==> src/logic/adc_bus_pkg.sv <==
// Shared constants for the analog I/O bus interface block.
// Assumes a single 200 MHz system clock; bus pins arrive asynchronously.
package adc_bus_pkg;
    localparam int  DATA_W         = 8;
    localparam int  CLK_PERIOD_PS  = 5000;
    // Internal conversion time in nanoseconds
    localparam int  CONV_TIME_NS   = 2000;
    // Longest figure rounds down, never below one cycle
    localparam int  CONV_CYCLES_RAW = (CONV_TIME_NS * 1000) / CLK_PERIOD_PS;
    localparam int  CONV_CYCLES    = (CONV_CYCLES_RAW < 1) ? 1 : CONV_CYCLES_RAW;
    localparam int  CNT_W          = 12;
    localparam logic [7:0] DAC_RESET_VALUE  = 8'h00;
    localparam logic [7:0] RESULT_RESET_VAL = 8'h00;
    localparam logic [2:0] SYNC_RESET_ALL1  = 3'h7;

    typedef enum logic [1:0] {
        PH_IDLE    = 2'b00,
        PH_CONVERT = 2'b01,
        PH_DONE    = 2'b11
    } conv_state_t;
endpackage

==> src/logic/adc_read_start_bus_interface.sv <==
// Device-side bus logic: read-started conversion, busy/interrupt, DAC latches.
// Assumes asynchronous bus strobes from an 8-bit host; analog core outside
// supplies the converted code and takes the hold command.
//
// What this block does
// - Chip select plus read low starts conversion.
// - Busy driven low after conversion starts.
// - Sample held on falling read strobe edge.
// - Busy returns high; host takes new result.
// - Previous result on bus during conversion.
// - Interrupt asserted when conversion completes.
// - DAC register latched on write rising edge.
// - Interrupt cleared by rising select or read.
// - Reset zeroes DACs; no transparent latch.
`timescale 1ns/100ps
module adc_read_start_bus_interface #(
    parameter int CONV_CYCLES = adc_bus_pkg::CONV_CYCLES
) (
    input  wire logic       i_clk_sys,
    input  wire logic       i_rst,
    input  wire logic       i_cs_n,
    input  wire logic       i_rd_n,
    input  wire logic       i_wr_n,
    input  wire logic       i_dac_sel_b,
    input  wire logic       i_start_convert_n,
    input  wire logic       i_reset_n,
    input  wire logic [7:0] i_data,
    input  wire logic [7:0] i_adc_code,
    output logic      [7:0] o_data,
    output logic            o_data_oe,
    output logic            o_busy_n,
    output logic            o_int_n,
    output logic            o_hold,
    output logic      [7:0] o_dac_a,
    output logic      [7:0] o_dac_b
);
    // ==========================================================
    // Pin synchronisers
    // ==========================================================
    logic [2:0] cs_sync_reg,  cs_sync_next;
    logic [2:0] rd_sync_reg,  rd_sync_next;
    logic [2:0] wr_sync_reg,  wr_sync_next;
    logic [2:0] rst_sync_reg, rst_sync_next;
    logic       cs_q_reg,  cs_q_next;
    logic       rd_q_reg,  rd_q_next;
    logic       wr_q_reg,  wr_q_next;
    logic       sel_q_reg, sel_q_next;
    logic [7:0] din_q_reg, din_q_next;

    // A level counts only once stages two and three agree
    function automatic logic settle(input logic [2:0] s, input logic prev);
        settle = (s[1] == s[2]) ? s[2] : prev;
    endfunction

    always_comb begin
        cs_sync_next  = {cs_sync_reg[1:0], i_cs_n};
        rd_sync_next  = {rd_sync_reg[1:0], i_rd_n};
        wr_sync_next  = {wr_sync_reg[1:0], i_wr_n};
        rst_sync_next = {rst_sync_reg[1:0], i_reset_n};
        cs_q_next     = settle(cs_sync_reg, cs_q_reg);
        rd_q_next     = settle(rd_sync_reg, rd_q_reg);
        wr_q_next     = settle(wr_sync_reg, wr_q_reg);
        // Select and data are stable around the write strobe edge
        sel_q_next    = i_dac_sel_b;
        din_q_next    = i_data;
    end

    always_ff @(posedge i_clk_sys or posedge i_rst) begin
        if (i_rst) begin
            cs_sync_reg  <= adc_bus_pkg::SYNC_RESET_ALL1;
            rd_sync_reg  <= adc_bus_pkg::SYNC_RESET_ALL1;
            wr_sync_reg  <= adc_bus_pkg::SYNC_RESET_ALL1;
            rst_sync_reg <= adc_bus_pkg::SYNC_RESET_ALL1;
            cs_q_reg     <= 1'b1;
            rd_q_reg     <= 1'b1;
            wr_q_reg     <= 1'b1;
            sel_q_reg    <= 1'b0;
            din_q_reg    <= 8'h00;
        end else begin
            cs_sync_reg  <= cs_sync_next;
            rd_sync_reg  <= rd_sync_next;
            wr_sync_reg  <= wr_sync_next;
            rst_sync_reg <= rst_sync_next;
            cs_q_reg     <= cs_q_next;
            rd_q_reg     <= rd_q_next;
            wr_q_reg     <= wr_q_next;
            sel_q_reg    <= sel_q_next;
            din_q_reg    <= din_q_next;
        end
    end

    logic rd_acc;
    logic rd_fall;
    logic rd_end;
    logic wr_rise;
    logic dac_clr;
    logic rd_acc_q_reg;
    logic wr_acc_q_reg;

    assign rd_acc  = ~cs_q_reg & ~rd_q_reg;
    assign rd_fall = rd_acc & ~rd_acc_q_reg;
    assign rd_end  = ~rd_acc & rd_acc_q_reg;
    assign wr_rise = wr_q_reg & wr_acc_q_reg;
    assign dac_clr = (rst_sync_reg[1] == rst_sync_reg[2]) & ~rst_sync_reg[2];

    always_ff @(posedge i_clk_sys or posedge i_rst) begin
        if (i_rst) begin
            rd_acc_q_reg <= 1'b0;
            wr_acc_q_reg <= 1'b0;
        end else begin
            rd_acc_q_reg <= rd_acc;
            wr_acc_q_reg <= ~cs_q_reg & ~wr_q_reg;
        end
    end

    // ==========================================================
    // Conversion control
    // ==========================================================
    adc_bus_pkg::conv_state_t state_reg, state_next;
    logic [adc_bus_pkg::CNT_W-1:0] cnt_reg, cnt_next;
    logic [7:0] result_reg, result_next;
    logic       int_pend_reg, int_pend_next;
    logic       done_evt;

    always_comb begin
        state_next    = state_reg;
        cnt_next      = cnt_reg;
        result_next   = result_reg;
        int_pend_next = int_pend_reg;
        done_evt      = 1'b0;
        // Clear first so a completion in the same cycle wins
        if (rd_end) begin
            int_pend_next = 1'b0;
        end
        unique case (state_reg)
            adc_bus_pkg::PH_IDLE: begin
                // Start pin tied high by system; a low level blocks starts
                if (rd_fall && i_start_convert_n) begin
                    state_next = adc_bus_pkg::PH_CONVERT;
                    cnt_next   = CONV_CYCLES[adc_bus_pkg::CNT_W-1:0];
                end
            end
            adc_bus_pkg::PH_CONVERT: begin
                if (cnt_reg <= 12'h001) begin
                    state_next    = adc_bus_pkg::PH_DONE;
                    result_next   = i_adc_code;
                    int_pend_next = 1'b1;
                    done_evt      = 1'b1;
                end else begin
                    cnt_next = cnt_reg - 12'h001;
                end
            end
            adc_bus_pkg::PH_DONE: begin
                // Wait for the stalled read to end before rearming
                if (!rd_acc) begin
                    state_next = adc_bus_pkg::PH_IDLE;
                end
            end
            default: begin
                state_next = adc_bus_pkg::PH_IDLE;
            end
        endcase
    end

    always_ff @(posedge i_clk_sys or posedge i_rst) begin
        if (i_rst) begin
            state_reg    <= adc_bus_pkg::PH_IDLE;
            cnt_reg      <= '0;
            result_reg   <= adc_bus_pkg::RESULT_RESET_VAL;
            int_pend_reg <= 1'b0;
        end else begin
            state_reg    <= state_next;
            cnt_reg      <= cnt_next;
            result_reg   <= result_next;
            int_pend_reg <= int_pend_next;
        end
    end

    assign o_busy_n  = (state_reg != adc_bus_pkg::PH_CONVERT);
    assign o_hold    = (state_reg == adc_bus_pkg::PH_CONVERT);
    assign o_int_n   = ~int_pend_reg;
    assign o_data_oe = rd_acc;
    // Old result stays on the bus until the new one is stored
    assign o_data    = result_reg;

    // ==========================================================
    // DAC registers
    // ==========================================================
    logic [7:0] dac_a_reg, dac_a_next;
    logic [7:0] dac_b_reg, dac_b_next;

    always_comb begin
        dac_a_next = dac_a_reg;
        dac_b_next = dac_b_reg;
        if (dac_clr) begin
            dac_a_next = adc_bus_pkg::DAC_RESET_VALUE;
            dac_b_next = adc_bus_pkg::DAC_RESET_VALUE;
        end else if (wr_rise) begin
            // Edge only: a held-low strobe never passes data through
            if (sel_q_reg) begin
                dac_b_next = din_q_reg;
            end else begin
                dac_a_next = din_q_reg;
            end
        end
    end

    always_ff @(posedge i_clk_sys or posedge i_rst) begin
        if (i_rst) begin
            dac_a_reg <= adc_bus_pkg::DAC_RESET_VALUE;
            dac_b_reg <= adc_bus_pkg::DAC_RESET_VALUE;
        end else begin
            dac_a_reg <= dac_a_next;
            dac_b_reg <= dac_b_next;
        end
    end

    assign o_dac_a = dac_a_reg;
    assign o_dac_b = dac_b_reg;

    // ==========================================================
    // Assertions
    // ==========================================================
    property p_start_busy;
        @(posedge i_clk_sys) disable iff (i_rst)
        (state_reg == adc_bus_pkg::PH_IDLE && rd_fall && i_start_convert_n) |=> !o_busy_n;
    endproperty
    a_start_busy: assert property (p_start_busy) else $error("busy not low after start");

    property p_no_start_low;
        @(posedge i_clk_sys) disable iff (i_rst)
        (state_reg == adc_bus_pkg::PH_IDLE && !i_start_convert_n) |=> o_busy_n;
    endproperty
    a_no_start_low: assert property (p_no_start_low) else $error("start with pin low");

    property p_start_cause;
        @(posedge i_clk_sys) disable iff (i_rst)
        $fell(o_busy_n) |-> $past(rd_fall);
    endproperty
    a_start_cause: assert property (p_start_cause) else $error("busy fell without read");

    property p_hold_busy;
        @(posedge i_clk_sys) disable iff (i_rst)
        o_hold == !o_busy_n;
    endproperty
    a_hold_busy: assert property (p_hold_busy) else $error("hold not tied to busy");

    property p_busy_len;
        @(posedge i_clk_sys) disable iff (i_rst)
        $fell(o_busy_n) |-> (!o_busy_n [*8]);
    endproperty
    a_busy_len: assert property (p_busy_len) else $error("busy too short");

    property p_busy_int;
        @(posedge i_clk_sys) disable iff (i_rst)
        $rose(o_busy_n) |-> $fell(o_int_n) && o_data == $past(i_adc_code);
    endproperty
    a_busy_int: assert property (p_busy_int) else $error("end without int or data");

    property p_old_data;
        @(posedge i_clk_sys) disable iff (i_rst)
        (!o_busy_n && $past(!o_busy_n)) |-> $stable(o_data);
    endproperty
    a_old_data: assert property (p_old_data) else $error("data changed mid conversion");

    property p_int_clear;
        @(posedge i_clk_sys) disable iff (i_rst)
        (rd_end && !(state_reg == adc_bus_pkg::PH_CONVERT && cnt_reg <= 12'h001)) |=> o_int_n;
    endproperty
    a_int_clear: assert property (p_int_clear) else $error("int not cleared");

    property p_int_source;
        @(posedge i_clk_sys) disable iff (i_rst)
        $fell(o_int_n) |-> $past(state_reg == adc_bus_pkg::PH_CONVERT);
    endproperty
    a_int_source: assert property (p_int_source) else $error("int without conversion");

    property p_dac_write;
        @(posedge i_clk_sys) disable iff (i_rst)
        (wr_rise && !dac_clr && !sel_q_reg) |=> o_dac_a == $past(din_q_reg);
    endproperty
    a_dac_write: assert property (p_dac_write) else $error("DAC A not latched");

    property p_dac_clr;
        @(posedge i_clk_sys) disable iff (i_rst)
        dac_clr |=> (o_dac_a == 8'h00 && o_dac_b == 8'h00);
    endproperty
    a_dac_clr: assert property (p_dac_clr) else $error("DAC not cleared");

    c_conv: cover property (@(posedge i_clk_sys) disable iff (i_rst) $rose(o_busy_n));
    c_wr_b: cover property (@(posedge i_clk_sys) disable iff (i_rst) wr_rise && sel_q_reg);
    c_int_clr: cover property (@(posedge i_clk_sys) disable iff (i_rst) $rose(o_int_n));
endmodule // adc_read_start_bus_interface

==> config.mk <==
export PLATFORM = sky130hd
export DESIGN_NAME = adc_read_start_bus_interface
export DESIGN_NICKNAME = d
export VERILOG_FILES = /design/src/logic/adc_bus_pkg.sv /design/src/logic/adc_read_start_bus_interface.sv
export SDC_FILE = /design/constraint.sdc
export NUM_CORES = 1
export LEC_CHECK = 0
export CORE_MARGIN = 3
export CORE_UTILIZATION = 66
export CTS_CLUSTER_DIAMETER = 50
export DETAILED_ROUTE_END_ITERATION = 8
export DONT_BUFFER_PORTS = 1
export GPL_TIMING_DRIVEN = 0
export PLACE_DENSITY = 0.87
export RECOVER_POWER = 100
export SKIP_CTS_REPAIR_TIMING = 1
export SLEW_MARGIN = 20
export SYNTH_ARGS = -nofsm -noshare
export SYNTH_HDL_FRONTEND = slang
export SYNTH_SLANG_ARGS = --single-unit
==> constraint.sdc <==
create_clock -name i_clk_sys -period 5.58 [get_ports i_clk_sys]
set_clock_uncertainty 0.1 [all_clocks]
set_input_delay 0.837 -clock i_clk_sys [delete_from_list [all_inputs] [get_ports i_clk_sys]]
set_output_delay 0.837 -clock i_clk_sys [all_outputs]
set_load 0.05 [all_outputs]
==> key figures <==
Setup path
  – Largest stage delay, worst path: 0.50 ns
  – Slowest CP cell: sky130_fd_sc_hd__inv_1
  – Kind of launch point of the worst setup path: register
  – Kind of critical path: reg2out
  – Internal reg-to-reg setup slack: 3.18 ns
  – Req. time, crit path: 4.64 ns
  – Top fanout value on the critical path: 7
  – List of cells traversed by the critical path: nand2b_1 -> inv_1
  – Critical path capture point type: output port
  – Worst EP arrival: 1.77 ns

Power
  – Switch Pwr: 0.000550 W
  – Internal power: 0.000902 W
  – Leakage power summed over all cells: 1.37 nW
  – Switching fraction of total power: 0.379
  – Part of the power in the clock network: 0.277
  – Relative contribution of sequential cells to total power: 0.543
  – Part of the power in combinational logic: 0.180
  – Max rail drop VDD: 0.000267 V
  – Areal power density over the cells: 508 mW/mm^2

STA
  – Slew margin rel.: 0.272
  – Ratio of final minimum period to clock period: 0.485
  – Highest clock frequency the design can meet: 0.369 GHz
  – Setup repair after global routing missed its margin: false
  – Transition time of the tightest slew-check pin: 1.09 ns
  – Post-layout minimum cycle time: 2.71 ns
  – Final-layout setup total negative slack: 0 ns
  – Final setup violation count: 0
  – Final-report max-slew violation count: 0
  – Number of failing hold endpoints at the final stage: 0

Yosys
  – Count of distinct cell types in the synthesized netlist: 31
  – Leading cell types by total area after synthesis: sky130_fd_sc_hd__dfrtp_1 48%, sky130_fd_sc_hd__dfstp_2 15%, sky130_fd_sc_hd__mux2i_1 8.5%
  – Leading area contributor after synthesis: sky130_fd_sc_hd__dfrtp_1
  – Yosys warnings: 0
  – Post-synthesis cell count: 217
  – Register area share after synthesis: 0.637
  – Flip-flop and latch count after synthesis: 65
  – Synthesized area per cell: 11.9 um^2
  – Yosys top cell area share: 0.484
  – Cell area after technology mapping: 0.00258 mm^2
  – Synth Net Count: 243

Final layout
  – Max FFs per register: 12
  – Nets: 255
  – Post-route cell area: 0.00286 mm^2
  – Synth-to-layout area growth: 10.6%
  – Antenna fix cells: 0
  – Ratio of cells with drive above 1 in the final layout: 0.132

GRT
  – Pin count of the biggest net entering global routing: 63
  – Antenna violations before repair: 0
  – Overall Global Routing Usage: 0.226
  – Global route overflow: 0
  – First-pass GRT wire length: 7400 um
  – Via count of the first global-routing pass: 1580

Die
  – Full die area: 0.00470 mm^2
  – Ports placed on the boundary: 52
  – Placeable core area: 0.00372 mm^2
  – Die height: 68.6 um
  – Total number of placement rows: 22
  – Initial Utilization: 0.695
  – Die boundary width: 68.6 um

Min path
  – Hold crit path type: reg2reg

Placement
  – Placed cell areas: 0.00267 mm^2
  – Number of buffers added on ports: 0
  – Global placement routability congestion: 0.805
  – Post-DP HPWL: 3320 um

Detailed routing
  – Final antenna-violating net count: 0
  – 1st-iter DRT viols: 122
  – Routed vias/inst: 5.91
  – Vias: 1667
  – Routed length per instance: 16.8 um
  – WL final: 4750 um
  – Total DRC errors in the routed layout: 0
  – Number of iterations in the first detailed-routing pass: 5

CTS
  – TritonCTS clock tree: yes
  – Sinks on the clock net: 65
  – Clock buffer depth: 2
  – Worst-skew pair later-pin latency: 0.34 ns
  – Number of H-tree levels: 3
  – Master cell of the clock root buffer: sky130_fd_sc_hd__clkbuf_8
  – Clock input transition at the sequential cells of the worst setup and hold paths: 0.07 ns
  – Inserted Clock Buffers: 9

Run status
  – Run status: finished, final reports clean

Run
  – Number of max-cap violations: 0
[final cells by class]
cell class	count	area, um^2
Inverter	6	23.8
Timing Repair Buffer	1	27.5
Tap cell	48	60.1
Clock buffer	12	155
Multi-Input combinational cell	139	851
Sequential cell	65	1650
Buffer	7	42.5
Clock inverter	4	51.3
Fill cell	228	860
[worst paths after layout]
path	start	to	depth (start not counted)
min in group asynchronous	i_rst	rd_sync_reg[0]	1
worst min register to register	rst_sync_reg[0]	rst_sync_reg[1]	0
worst min-delay path	rst_sync_reg[0]	rst_sync_reg[1]	0
worst max-delay path	state_reg[1]	o_hold	2
worst max register to register	cs_q_reg	cnt_reg[4]	4
max in group asynchronous	i_rst	rst_sync_reg[2]	2
[power by group through the flow]
stage / logic (W) / registers [W] / clock network (W)
4_1_cts: 0.000269 / 0.000790 / 0.000410
3_3_place_gp: 0.000246 / 0.000789 / 0
2_1_floorplan: 0.000221 / 0.000771 / 0
6_report: 0.000262 / 0.000788 / 0.000402
3_5_place_dp: 0.000267 / 0.000798 / 0
5_1_grt: 0.000298 / 0.000804 / 0.000434
[routing by layer]
layer  track usage  wire length [um]  vias up
met3        0.0891               419       15
met5             0                 0        -
met4         0.109               104        0
met2         0.371              2370       67
met1         0.256              1850      813
li1              -                 -      772
[placed cells by master (no fill, tap or decap), types with 3 or more instances in the layout]
master	n
sky130_fd_sc_hd__dfrtp_1	50
sky130_fd_sc_hd__o31ai_1	4
sky130_fd_sc_hd__a21oi_1	4
sky130_fd_sc_hd__inv_1	5
sky130_fd_sc_hd__nor4_1	6
sky130_fd_sc_hd__o21ai_0	4
sky130_fd_sc_hd__maj3_1	3
sky130_fd_sc_hd__nand2b_1	5
sky130_fd_sc_hd__clkbuf_1	5
sky130_fd_sc_hd__dfstp_2	10
sky130_fd_sc_hd__or4_1	6
sky130_fd_sc_hd__and2_1	4
sky130_fd_sc_hd__mux2i_1	22
sky130_fd_sc_hd__dfstp_1	5
sky130_fd_sc_hd__nand3_1	4
sky130_fd_sc_hd__nor2_1	26
sky130_fd_sc_hd__clkbuf_8	11
sky130_fd_sc_hd__nand2_1	35
[critical path, delay by kind of cell, from the launching register on]
kind / cells / cell delay (ns)
flip-flops: 1 / 0.45
buffers and inverters: 1 / 0.50
AND/OR/NAND/NOR: 1 / 0.49
[cell families (layout without fill, tap and decap cells)]
family,Yosys count,in the layout,share of synthesized area
simple gates,95,95,0.186
compound gates,17,17,0.0421
buf+inv,13,30,0.0281
mux,22,22,0.0853
fa+ha+maj,5,5,0.0213
flops,65,65,0.637
[through the flow]
stage / hold slack, ns / power (W) / util / instances / setup slack [ns]
after floorplan: 0.245 / 0.000992 / - / 217 / 3.04
after CTS: 0.256 / 0.00147 / 0.775 / 282 / 2.87
final: 0.253 / 0.00145 / 0.769 / 282 / 2.87
after global routing: 0.258 / 0.00154 / 0.769 / 282 / 2.79
after global placement: 0.245 / 0.00103 / 0.711 / 265 / 2.48
after detailed placement: 0.247 / 0.00106 / 0.719 / 266 / 3.17
[Yosys cell counts]
| cell type | count |
|---|---|
| sky130_fd_sc_hd__or3_1 | 2 |
| sky130_fd_sc_hd__ha_1 | 2 |
| sky130_fd_sc_hd__buf_2 | 1 |
| sky130_fd_sc_hd__dfrtp_1 | 50 |
| sky130_fd_sc_hd__nor4_4 | 1 |
| sky130_fd_sc_hd__nor4b_2 | 1 |
| sky130_fd_sc_hd__inv_1 | 6 |
| sky130_fd_sc_hd__maj3_1 | 3 |
| sky130_fd_sc_hd__nand2_1 | 35 |
| sky130_fd_sc_hd__or4_1 | 4 |
| sky130_fd_sc_hd__o21ai_0 | 1 |
| sky130_fd_sc_hd__nand3_1 | 4 |
| sky130_fd_sc_hd__o211a_1 | 1 |
| sky130_fd_sc_hd__mux2i_1 | 22 |
| sky130_fd_sc_hd__nor4b_1 | 1 |
| sky130_fd_sc_hd__dfstp_2 | 15 |
| sky130_fd_sc_hd__o21ai_1 | 4 |
| sky130_fd_sc_hd__clkbuf_1 | 3 |
| sky130_fd_sc_hd__o41ai_1 | 1 |
| sky130_fd_sc_hd__and2_1 | 4 |
| sky130_fd_sc_hd__nand2b_1 | 5 |
| sky130_fd_sc_hd__nor2_1 | 26 |
| sky130_fd_sc_hd__nor4_1 | 6 |
| sky130_fd_sc_hd__buf_6 | 3 |
| sky130_fd_sc_hd__o31ai_1 | 4 |
| sky130_fd_sc_hd__or4b_1 | 1 |
| sky130_fd_sc_hd__or4_4 | 2 |
| sky130_fd_sc_hd__a21oi_1 | 4 |
| sky130_fd_sc_hd__nand3b_1 | 1 |
| sky130_fd_sc_hd__o21bai_1 | 2 |
| sky130_fd_sc_hd__nor3_1 | 2 |
(Power assumes the default switching activity.)
